File: src/rtl/cps_pkg.sv
// package: register map, field layout and carriers of the port statistics block
package cps_pkg;
  // ==========================================================================
  // register offsets
  localparam logic [7:0] CPS_PORT_SEL_OFS   = 8'h4c;
  localparam logic [7:0] CPS_FALL_MASK_OFS  = 8'h7f;
  localparam logic [7:0] CPS_FALL_STS_OFS   = 8'h7c;
  localparam logic [7:0] CPS_FRAME_HI_OFS   = 8'h90;
  localparam logic [7:0] CPS_FRAME_LO_OFS   = 8'h91;
  localparam logic [7:0] CPS_FERR_HI_OFS    = 8'h92;
  localparam logic [7:0] CPS_FERR_LO_OFS    = 8'h93;
  localparam logic [7:0] CPS_LINE_HI_OFS    = 8'h94;
  localparam logic [7:0] CPS_LINE_LO_OFS    = 8'h95;
  localparam logic [7:0] CPS_LERR_HI_OFS    = 8'h96;
  localparam logic [7:0] CPS_LERR_LO_OFS    = 8'h97;
  // ==========================================================================
  // reset values and field layout
  localparam logic [7:0]  CPS_MASK_RST      = 8'h00;
  localparam logic [15:0] CPS_CNT_RST       = 16'h0000;
  localparam logic [7:0]  CPS_SNAP_RST      = 8'h00;
  localparam int          CPS_CNT_HI_MSB    = 15;
  localparam int          CPS_CNT_HI_LSB    = 8;
  localparam int          CPS_NUM_CNT       = 4;
  localparam int          CPS_PSEL_W        = 2;
  // ==========================================================================
  // serial control bus register access after byte decode
  typedef struct packed {
    logic       rd;
    logic       wr;
    logic [7:0] addr;
    logic [7:0] wdata;
  } cps_reg_req_t;
  // count events of the output port, one bit per counter
  typedef struct packed {
    logic lerr;
    logic line;
    logic ferr;
    logic frame;
  } cps_cnt_evt_t;
endpackage : cps_pkg

File: src/rtl/cps_port_stats.sv
// status and statistics register group of the deserializer hub output port
// Function
// - eight-bit falling-edge mask per receive port
// - masked falling status bit raises latched interrupt
// - port-select register picks mask copy accessed
// - frame high read returns msbs, snapshots, clears
// - frame low returns snapshot; high first
// - errored-frame high read: msbs, snapshot, clear
// - errored-frame low returns snapshot; high first
// - line high read: msbs, snapshot, clear
// - line low returns snapshot; high first
// - errored-line high read: msbs, snapshot, clear
// - errored-line low returns snapshot; high first
// - counters, snapshots and masks reset zero
module cps_port_stats
  import cps_pkg::*;
#(
  parameter int NUM_PORTS = 4
) (
  // clock and reset
  input  wire logic                 clk_i,
  input  wire logic                 reset_n_i,
  // register access from the serial control bus
  input  wire cps_reg_req_t         req_i,
  output logic [7:0]                rdata_o,
  output logic                      rvalid_o,
  // receive port sensor status bytes
  input  wire logic [NUM_PORTS*8-1:0] sensor_status_byte_i,
  // output port count events
  input  wire cps_cnt_evt_t         evt_i,
  // interrupt
  output logic                      sensor_fall_irq_o
);
  // ==========================================================================
  // elaboration check
  if (NUM_PORTS < 1 || NUM_PORTS > 4) begin : g_bad_ports
    $error("NUM_PORTS must lie in 1..4");
  end

  // address match, used for writes, the status read and the high reads
  function automatic logic hit(input cps_reg_req_t r, input logic [7:0] ofs);
    return r.addr == ofs;
  endfunction

  logic [7:0]  port_sel_q;
  logic [7:0]  mask_q    [NUM_PORTS];
  logic [7:0]  fall_sts_q[NUM_PORTS];
  logic [7:0]  prev_sts_q[NUM_PORTS];
  logic [NUM_PORTS-1:0] port_irq;
  logic [CPS_NUM_CNT-1:0] hi_rd;
  logic [CPS_NUM_CNT-1:0] inc;
  logic [15:0] cnt  [CPS_NUM_CNT];
  logic [7:0]  snap [CPS_NUM_CNT];
  logic [7:0]  rdata_d;
  logic [7:0]  sel_mask;
  logic [7:0]  sel_sts;
  logic [CPS_PSEL_W-1:0] sel_idx;
  logic        irq_d;

  // ==========================================================================
  // port select
  // low bits choose the receive port copy
  assign sel_idx  = port_sel_q[CPS_PSEL_W-1:0];
  assign sel_mask = (int'(sel_idx) < NUM_PORTS) ? mask_q[sel_idx] : 8'h00;
  assign sel_sts  = (int'(sel_idx) < NUM_PORTS) ? fall_sts_q[sel_idx] : 8'h00;

  always_ff @(posedge clk_i) begin
    if (!reset_n_i) begin
      port_sel_q <= 8'h00;
    end else if (req_i.wr && hit(req_i, CPS_PORT_SEL_OFS)) begin
      port_sel_q <= req_i.wdata;
    end
  end

  // ==========================================================================
  // per port mask, edge detect and sticky status
  for (genvar p = 0; p < NUM_PORTS; p++) begin : g_port
    logic       sel_p;
    logic [7:0] fall;
    assign sel_p = (int'(sel_idx) == p);
    assign fall  = prev_sts_q[p] & ~sensor_status_byte_i[p*8 +: 8] & mask_q[p];
    assign port_irq[p] = |fall_sts_q[p];

    always_ff @(posedge clk_i) begin
      if (!reset_n_i) begin
        mask_q[p]     <= CPS_MASK_RST;
        fall_sts_q[p] <= 8'h00;
        prev_sts_q[p] <= 8'h00;
      end else begin
        prev_sts_q[p] <= sensor_status_byte_i[p*8 +: 8];
        if (sel_p && req_i.wr && hit(req_i, CPS_FALL_MASK_OFS)) begin
          mask_q[p] <= req_i.wdata;
        end
        // latch event; set wins over read clear
        if (sel_p && req_i.rd && hit(req_i, CPS_FALL_STS_OFS)) begin
          fall_sts_q[p] <= fall;
        end else begin
          fall_sts_q[p] <= fall_sts_q[p] | fall;
        end
      end
    end
  end

  // ==========================================================================
  // statistics counters of the output port
  assign inc = {evt_i.lerr, evt_i.line, evt_i.ferr, evt_i.frame};
  assign hi_rd = {req_i.rd && hit(req_i, CPS_LERR_HI_OFS),
                  req_i.rd && hit(req_i, CPS_LINE_HI_OFS),
                  req_i.rd && hit(req_i, CPS_FERR_HI_OFS),
                  req_i.rd && hit(req_i, CPS_FRAME_HI_OFS)};

  for (genvar c = 0; c < CPS_NUM_CNT; c++) begin : g_cnt
    cps_stat_counter u_cnt (
      .clk_i     (clk_i),
      .reset_n_i (reset_n_i),
      .inc_i     (inc[c]),
      .hi_rd_i   (hi_rd[c]),
      .count_o   (cnt[c]),
      .snap_o    (snap[c])
    );
  end

  // ==========================================================================
  // read data mux; unmapped offsets read zero
  always_comb begin
    rdata_d = 8'h00;
    unique case (req_i.addr)
      CPS_PORT_SEL_OFS:  rdata_d = port_sel_q;
      CPS_FALL_MASK_OFS: rdata_d = sel_mask;
      CPS_FALL_STS_OFS:  rdata_d = sel_sts;
      CPS_FRAME_HI_OFS:  rdata_d = cnt[0][CPS_CNT_HI_MSB:CPS_CNT_HI_LSB];
      CPS_FRAME_LO_OFS:  rdata_d = snap[0];
      CPS_FERR_HI_OFS:   rdata_d = cnt[1][CPS_CNT_HI_MSB:CPS_CNT_HI_LSB];
      CPS_FERR_LO_OFS:   rdata_d = snap[1];
      CPS_LINE_HI_OFS:   rdata_d = cnt[2][CPS_CNT_HI_MSB:CPS_CNT_HI_LSB];
      CPS_LINE_LO_OFS:   rdata_d = snap[2];
      CPS_LERR_HI_OFS:   rdata_d = cnt[3][CPS_CNT_HI_MSB:CPS_CNT_HI_LSB];
      CPS_LERR_LO_OFS:   rdata_d = snap[3];
      default:           rdata_d = 8'h00;
    endcase
  end

  // registered outputs; irq follows sticky status one cycle later
  assign irq_d = |port_irq;
  always_ff @(posedge clk_i) begin
    if (!reset_n_i) begin
      rdata_o           <= 8'h00;
      rvalid_o          <= 1'b0;
      sensor_fall_irq_o <= 1'b0;
    end else begin
      rdata_o           <= req_i.rd ? rdata_d : 8'h00;
      rvalid_o          <= req_i.rd;
      sensor_fall_irq_o <= irq_d;
    end
  end

  // ==========================================================================
  // assertions
  a_frame_hi_data : assert property (@(posedge clk_i) disable iff (!reset_n_i)
    (req_i.rd && req_i.addr == CPS_FRAME_HI_OFS) |=> rvalid_o && rdata_o == $past(cnt[0][15:8]))
    else $error("frame high read data wrong");
  a_frame_lo_snap : assert property (@(posedge clk_i) disable iff (!reset_n_i)
    (req_i.rd && req_i.addr == CPS_FRAME_HI_OFS) ##1 (req_i.rd && req_i.addr == CPS_FRAME_LO_OFS)
    |=> rdata_o == $past(cnt[0][7:0], 2))
    else $error("frame low snapshot wrong");
  a_ferr_clear : assert property (@(posedge clk_i) disable iff (!reset_n_i)
    (req_i.rd && req_i.addr == CPS_FERR_HI_OFS && !evt_i.ferr) |=> cnt[1] == 16'h0000)
    else $error("errored frame counter not cleared");
  a_ferr_lo_snap : assert property (@(posedge clk_i) disable iff (!reset_n_i)
    (req_i.rd && req_i.addr == CPS_FERR_HI_OFS) |=> snap[1] == $past(cnt[1][7:0]))
    else $error("errored frame snapshot wrong");
  a_line_clear : assert property (@(posedge clk_i) disable iff (!reset_n_i)
    (req_i.rd && req_i.addr == CPS_LINE_HI_OFS && !evt_i.line) |=> cnt[2] == 16'h0000)
    else $error("line counter not cleared");
  a_line_lo_snap : assert property (@(posedge clk_i) disable iff (!reset_n_i)
    (req_i.rd && req_i.addr == CPS_LINE_HI_OFS) |=> snap[2] == $past(cnt[2][7:0]))
    else $error("line snapshot wrong");
  a_lerr_clear : assert property (@(posedge clk_i) disable iff (!reset_n_i)
    (req_i.rd && req_i.addr == CPS_LERR_HI_OFS && !evt_i.lerr) |=> cnt[3] == 16'h0000)
    else $error("errored line counter not cleared");
  a_lerr_lo_snap : assert property (@(posedge clk_i) disable iff (!reset_n_i)
    (req_i.rd && req_i.addr == CPS_LERR_HI_OFS) |=> snap[3] == $past(cnt[3][7:0]))
    else $error("errored line snapshot wrong");
  a_fall_irq_rise : assert property (@(posedge clk_i) disable iff (!reset_n_i)
    ((prev_sts_q[0] & ~sensor_status_byte_i[7:0] & mask_q[0]) != 8'h00)
    |=> ##1 sensor_fall_irq_o)
    else $error("masked fall did not raise interrupt");
  a_fall_latch : assert property (@(posedge clk_i) disable iff (!reset_n_i)
    ((prev_sts_q[0] & ~sensor_status_byte_i[7:0] & mask_q[0]) != 8'h00)
    |=> fall_sts_q[0] != 8'h00)
    else $error("masked fall not latched in status");
  a_mask_wr : assert property (@(posedge clk_i) disable iff (!reset_n_i)
    (req_i.wr && req_i.addr == CPS_FALL_MASK_OFS && sel_idx == 2'd0)
    |=> mask_q[0] == $past(req_i.wdata))
    else $error("mask write to selected port lost");
  a_mask_keep : assert property (@(posedge clk_i) disable iff (!reset_n_i)
    (req_i.wr && req_i.addr == CPS_FALL_MASK_OFS && sel_idx != 2'd0) |=> $stable(mask_q[0]))
    else $error("mask write reached an unselected port");
  a_mask_rd : assert property (@(posedge clk_i) disable iff (!reset_n_i)
    (req_i.rd && req_i.addr == CPS_FALL_MASK_OFS && sel_idx == 2'd0)
    |=> rdata_o == $past(mask_q[0]))
    else $error("mask read of selected port wrong");
  a_rd_idle_zero : assert property (@(posedge clk_i) disable iff (!reset_n_i)
    !req_i.rd |=> !rvalid_o && rdata_o == 8'h00)
    else $error("read answer without a read");
  a_count_up : assert property (@(posedge clk_i) disable iff (!reset_n_i)
    (evt_i.frame && !hi_rd[0]) |=> cnt[0] == $past(cnt[0]) + 16'h0001)
    else $error("frame event not counted");

  c_fall_irq  : cover property (@(posedge clk_i) $rose(sensor_fall_irq_o));
  c_hi_lo     : cover property (@(posedge clk_i) hi_rd[0] ##1 (req_i.rd && req_i.addr == CPS_FRAME_LO_OFS));
  c_clr_event : cover property (@(posedge clk_i) hi_rd[2] && evt_i.line);
  c_port_sel  : cover property (@(posedge clk_i) req_i.wr && req_i.addr == CPS_PORT_SEL_OFS);
endmodule // cps_port_stats

File: src/rtl/cps_stat_counter.sv
// one 16-bit read-to-clear statistics counter with low byte snapshot
module cps_stat_counter
  import cps_pkg::*;
(
  // clock and reset
  input  wire logic        clk_i,
  input  wire logic        reset_n_i,
  // count and access
  input  wire logic        inc_i,
  input  wire logic        hi_rd_i,
  // state
  output logic [15:0]      count_o,
  output logic [7:0]       snap_o
);
  logic [15:0] count_q;
  logic [15:0] count_d;
  logic [7:0]  snap_q;
  logic [7:0]  snap_d;

  // ==========================================================================
  // next values
  // wrap and clear-then-count: event on clear leaves one
  assign count_d = hi_rd_i ? {15'h0, inc_i} : count_q + {15'h0, inc_i};
  // snapshot low byte on high read
  assign snap_d  = hi_rd_i ? count_q[7:0] : snap_q;

  always_ff @(posedge clk_i) begin
    if (!reset_n_i) begin
      count_q <= CPS_CNT_RST;
      snap_q  <= CPS_SNAP_RST;
    end else begin
      count_q <= count_d;
      snap_q  <= snap_d;
    end
  end

  assign count_o = count_q;
  assign snap_o  = snap_q;

  a_hi_rd_clear : assert property (@(posedge clk_i) disable iff (!reset_n_i)
    hi_rd_i |=> (snap_q == $past(count_q[7:0])) && (count_q == {15'h0, $past(inc_i)}))
    else $error("high read did not clear and snapshot");
  a_cnt_wrap : assert property (@(posedge clk_i) disable iff (!reset_n_i)
    (count_q == 16'hffff && inc_i && !hi_rd_i) |=> count_q == 16'h0000)
    else $error("counter failed to wrap");
endmodule // cps_stat_counter

File: config.mk
export PLATFORM = sky130hd
export DESIGN_NAME = cps_port_stats
export DESIGN_NICKNAME = d
export VERILOG_FILES = /design/src/rtl/cps_pkg.sv /design/src/rtl/cps_port_stats.sv /design/src/rtl/cps_stat_counter.sv
export SDC_FILE = /design/constraint.sdc
export NUM_CORES = 1
export LEC_CHECK = 0
export ABC_CLOCK_PERIOD_IN_PS = 2600
export BUFFER_PORTS_ARGS = -buffer_cell sky130_fd_sc_hd__buf_4
export CELL_PAD_IN_SITES_DETAIL_PLACEMENT = 1
export CELL_PAD_IN_SITES_GLOBAL_PLACEMENT = 1
export CORE_MARGIN = 4
export CORE_UTILIZATION = 48
export DETAILED_ROUTE_END_ITERATION = 10
export GPL_ROUTABILITY_DRIVEN = 1
export PLACE_DENSITY_LB_ADDON = 0.25
export SLEW_MARGIN = 20
export SYNTH_ARGS = -nofsm -noshare
export SYNTH_HDL_FRONTEND = slang
export SYNTH_SLANG_ARGS = --single-unit
File: constraint.sdc
create_clock -name clk_i -period 2.6 [get_ports clk_i]
set_clock_uncertainty 0.2 [all_clocks]
set_input_delay 0.13 -clock clk_i [delete_from_list [all_inputs] [get_ports clk_i]]
set_output_delay 0.13 -clock clk_i [all_outputs]
set_load 0.02 [all_outputs]
# After elaboration in Yosys (flattened, before gate mapping)
# Memory sizes are Yosys's and may differ from the RTL's. A register that Yosys moved wholly into a read port is not among the register bits.
# Index checks and enable logic that the tools add are counted.
[op_classes] addsub=4 n_eq_ne=14 muxes=63 n_bitwise=33 reduce_logical=28
[op_table] cell="$mux 8" count=16
[op_table] cell="$pmux 8 s11" count=1
[op_table] cell="$add 16x1->16" count=4
[op_table] cell="$and 8x8->8" count=8
[op_table] cell="$eq 8x8->1 const B" count=8
[op_table] cell="$mux 1" count=42
[op_table] cell="$not 8->8" count=4
[op_table] cell="$or 8x8->8" count=4
[op_table] cell="$reduce_or 32->1" count=1
[op_table] cell="$eq 8x7->1 const B" count=3
[op_table] cell="$logic_and 1x1->1" count=21
[op_table] cell="$or 1x1->1" count=16
[op_table] cell="$mux 2" count=4
[op_table] cell="$reduce_or 2->1" count=4
[op_table] cell="$eq 2x2->1 const B" count=2
[op_table] cell="$eq 2x1->1 const B" count=1
[op_table] cell="$logic_not 2->1" count=1
[op_table] cell="$reduce_and 2->1" count=1
[op_table] cell="$not 1->1" count=1
[word_totals] regBits=114 ramBits=96 input_bits=56 out_inout_bits=10 word_cells=161 mem_count=3
[mem_list] name="fall_sts_q" depth=4 word_bits=8 read_ports=5 rd_clocked_by_memory_dff=1 write_ports=4 line="cps_port_stats.sv:47" text="logic [7:0] fall_sts_q[NUM_PORTS];"
[mem_list] name="mask_q" depth=4 word_bits=8 read_ports=5 rd_clocked_by_memory_dff=1 write_ports=4 line="cps_port_stats.sv:46" text="logic [7:0] mask_q [NUM_PORTS];"
[mem_list] name="prev_sts_q" depth=4 word_bits=8 read_ports=4 rd_clocked_by_memory_dff=0 write_ports=4 line="cps_port_stats.sv:48" text="logic [7:0] prev_sts_q[NUM_PORTS];"

# Depth between registers and ports, before layout
[logic_depth] ltp_word=8 ltp_mapped=7 depth_no_buf=6

# By module
# From an unflattened synthesis, not the netlist that was laid out.
[hier_totals] hier_cells=937 hier_area_um2=9908.3
[by_module_without_submodules] mod="cps_port_stats" n_inst=1 cells_per_inst=497 area_per_inst_um2=5649.2 seq_area_each_um2=2962.8
[by_module_without_submodules] mod="cps_stat_counter" n_inst=4 cells_per_inst=110 area_per_inst_um2=1064.8 seq_area_each_um2=480.5

# Worst setup path before layout
# Ideal clock, no wire load.
[synth_timing] kind="input to register" from="input port req_i[9] (netlist name)" to="memory mask_q[0][0], enable pin" setup_time_ns=0.387 arrival_ns=1.703 t_required_ns=2.013 slack_ns=0.310 cell_stages=7 n_path_buf=3 cell_sequence="buf_4 buf_6 and2_2 buf_6 and3_1 nand2_1 o31ai_1"
[synth_rtl] item="start: declaration" line="cps_port_stats.sv:24" text="input wire cps_reg_req_t req_i,"
[synth_rtl] item="end: declaration" line="cps_port_stats.sv:46"

# Final worst setup path
[layout_timing] from="input port req_i[11] (netlist name)" to="register port_sel_q[5]"
[layout_via] elab_chain_len=2
[layout_lines] item="$eq 8x7->1" line="cps_port_stats.sv:42" text="return r.addr == ofs;"
[layout_lines] item="$logic_and 1x1->1" line="cps_port_stats.sv:70" text="end else if (req_i.wr && hit(req_i, CPS_PORT_SEL_OFS)) begin"
[layout_lines] item="end signal: assignment" line="cps_port_stats.sv:71" text="port_sel_q <= req_i.wdata;"
[layout_lines] item="end: declaration" line="cps_port_stats.sv:45" text="logic [7:0] port_sel_q;"
# No other way between the ends.
# A chain may end at the register's enable or synchronous reset.

==> run_results.csv <==
group,metric,value,unit
global_route,grt_max_degree,66,
cells_and_area,layout.cells.non_filler,1318,
setup_path,worstPathCellList,"dlygate4sd3_1, buf_4, and4b_1, and3_2, buf_4, nand3_1, dlygate4sd3_1, a21boi_0",
synthesis,ys_seq_elements,212,
clock_tree,h-tree-depth,1,
placement,dp_cells,1225,
global_route,grt_pass1_wl,44860,um
setup_path,rr_worst_depth,5,
drt,routed_via_density,5.723,
global_route,grt-ovfl-total,0,
clock_tree,cts_tree,"built",
synthesis,synth_edf_count,64,
power,leakage,4.492,nW
placement,gp_congestion,0.8127,
synthesis,synth_warnings,0,
flow_run,cap_violations,0,
clock_tree,max-clock-path-buffers,3,
drt,vias,7543,
setup_path,cpMaxStageDelayCell,"dlygate4sd3_1",
timing,slew-limit-headroom,53.89,%
floorplan,start_util,49.22,%
timing,fin_setup_tns,0,ns
setup_path,worstSetupEndpoint,"port_sel_q[5]$_SDFFE_PN0N_",
drt,drtIter0Drc,528,
clock_tree,clkTransAtPathRegs,0.06,ns
floorplan,num_rows,51,
global_route,grt_antenna_before_repair,0,
synthesis,yosysTopAreaCell,"dfxtp_1",
clock_tree,insertion_delay,0.51,ns
setup_path,cp_max_fo,12,
floorplan,io_pins,66,
setup_path,cp-startpoint,"req_i[11]",
global_route,globalRouteTotalUtil,25.33,%
worst_hold_path,hp-class,"primary input to register",
clock_tree,clock_sinks,212,
setup_path,crit_required,2.83,ns
timing,worstMarginPinSlew,0.6917,ns
setup_path,worstPathArrival,2.70,ns
synthesis,async_flop_share,0,%
setup_path,start_kind,"primary input",
cells_and_area,finish.utilization,60.11,%
drt,dr.pass1.iters,7,
floorplan,die_y,150.0,um
synthesis,synth-main-ff-cell,"dfxtp_1",
drt,drc_errors,0,
floorplan,die_area,22490,sq um
cells_and_area,antenna_cells,0,
timing,clock.fmax,405.1,MHz
floorplan,core_area,19650,sq um
cells_and_area,final_nets,1103,
synthesis,ys_seq_area_share,50.49,%
synthesis,synth_cell_types,56,
setup_path,r2r_end,"rdata_o[4]$_SDFF_PN0_",
power,power.density,618.2,nW/um^2
synthesis,ys_top_cells_by_area,"dfxtp_1, edfxtp_1, mux4_2, nor2b_1, and2_1",
timing,whs,0.03231,ns
floorplan,die_x,150.0,um
synthesis,yosysMostFrequentCell,"dfxtp_1",
timing,finalHoldViolCount,0,
timing,setup_viol,0,
timing,final_max_slew_viol_count,0,
cells_and_area,synthToLayoutAreaGrowth,22.12,%
synthesis,netlist_top_cells_count,"dfxtp_1, nor2b_1, and2_1",
power,irDropWorstVdd,0.0005048,V
cells_and_area,drive_gt1_share,15.38,%
synthesis,synth_top_area_share,30.63,%
synthesis,synth_area_per_cell,10.86,sq um
setup_path,rrSetupSlack,0.54,ns
drt,detail_route.wl_per_cell,21.43,um
drt,ant_nets,0,
setup_path,crit_path_max_incr_delay,0.57,ns
placement,hpwl,18360,um
synthesis,synthCells,891,
synthesis,syn_area,9674,sq um
setup_path,worstSetupEndpointType,"register",
drt,totalWireLength,28250,um
status,outcome,"finished, final reports clean",
placement,port_buffers,65,
timing,rsz0062_at_grt,"no",
clock_tree,cts_root_buffer,"clkbuf_16",
global_route,grt_pass1_vias,7920,
timing,fin_crit_sh,94.94,%
setup_path,path_class,"primary input to register",
timing,min_period,2.468,ns
clock_tree,numCtsBuffers,23,
==> worst min path at each step <==
stage,startpoint,endpoint,depth (start not counted)
finish,req_i[10],rdata_o[0]$_SDFF_PN0_,4
global route,req_i[10],rdata_o[1]$_SDFF_PN0_,4
CTS,req_i[10],rdata_o[0]$_SDFF_PN0_,4
detailed placement,sensor_status_byte_i[22],prev_sts_q[2][6]$_SDFF_PN0_,2
global placement,sensor_status_byte_i[6],prev_sts_q[0][6]$_SDFF_PN0_,2
floorplan,sensor_status_byte_i[6],prev_sts_q[0][6]$_SDFF_PN0_,1
==> worst max-delay path: cells and delay by family <==
family / cells / cell delay, ns
AOI/OAI and AO/OA: 1 / 0.14
and+or+nand+nor: 3 / 0.99
buffers and inverters: 4 / 1.43
==> state kept, by name, indices dropped and copies added (netlist names), named ones only <==
register / flops
sensor_fall_irq_o: 1
port_sel_q: 8
prev_sts_q: 32
g_cnt.u_cnt.count_o: 64
mask_q: 32
rvalid_o: 1
g_cnt.u_cnt.snap_o: 32
rdata_o: 8
fall_sts_q: 32
==> through the flow <==
| stage | setup slack [ns] | cell area (sq um) | power [mW] |
|---|---|---|---|
| after floorplan | 0.3102 | 9791 | 3.845 |
| after global routing | 0.01244 | 11810 | 7.546 |
| after global placement | 0.5295 | 10530 | 4.013 |
| final | 0.1317 | 11810 | 7.303 |
| after detailed placement | 0.4490 | 10530 | 4.028 |
| after CTS | 0.1149 | 11810 | 7.321 |
==> cells by family after synthesis <==
logic type,Yosys count,share of synthesized area (%)
mux,66,10.20
other cells,1,0.03876
flops,212,50.49
buf+inv,88,4.048
simple gates,370,21.86
xor+xnor,50,4.527
fa+ha+maj,8,1.035
compound gates,96,7.799
==> report_power, final <==
part | internal, mW | switching, mW
Sequential | 3.50 | 0.0682
Combinational | 0.230 | 0.234
Clock | 1.93 | 1.34
==> cell type report <==
class                   count  area, sq um
clock buffers              25        593.1
clock inverters            14        145.1
fillers                  2113         7840
inverters                  38        142.6
multi-input cells         622         4516
flip-flops and latches    212         4885
well taps                 265        331.6
repair buffers            142         1201
==> layout by cell type (no fill, tap or decap), drive strengths merged, types with 11 or more instances in the layout <==
master / instances
edfxtp: 64
nor4: 12
mux2i: 39
and2: 71
dlygate4sd3: 54
nand4: 25
clkbuf: 25
buf: 88
a22o: 12
a32oi: 39
xor2: 31
inv: 37
nand2: 35
nand3: 37
nor2b: 73
and3: 11
dfxtp: 148
conb: 32
mux4: 26
clkinv: 11
xnor2: 19
nor2: 62
==> routing by layer <==
metal	part of all wire [%]	global-route usage, %	vias to the layer above
met5	0	0	-
met4	2.3	6.679	0
met3	5.9	3.301	53
met2	49	43.21	258
met1	43	34.14	3741
li1	-	-	3491
==> timing repair <==
item | CTS | global route
endpoints found under the hold margin | 122 | 0
buffers inserted | 0 | 0
setup endpoints to repair | 0 | 3
resized for setup | 0 | 1
hold buffers | 54 | 0
Note: power is estimated with default switching activity, not from simulation.
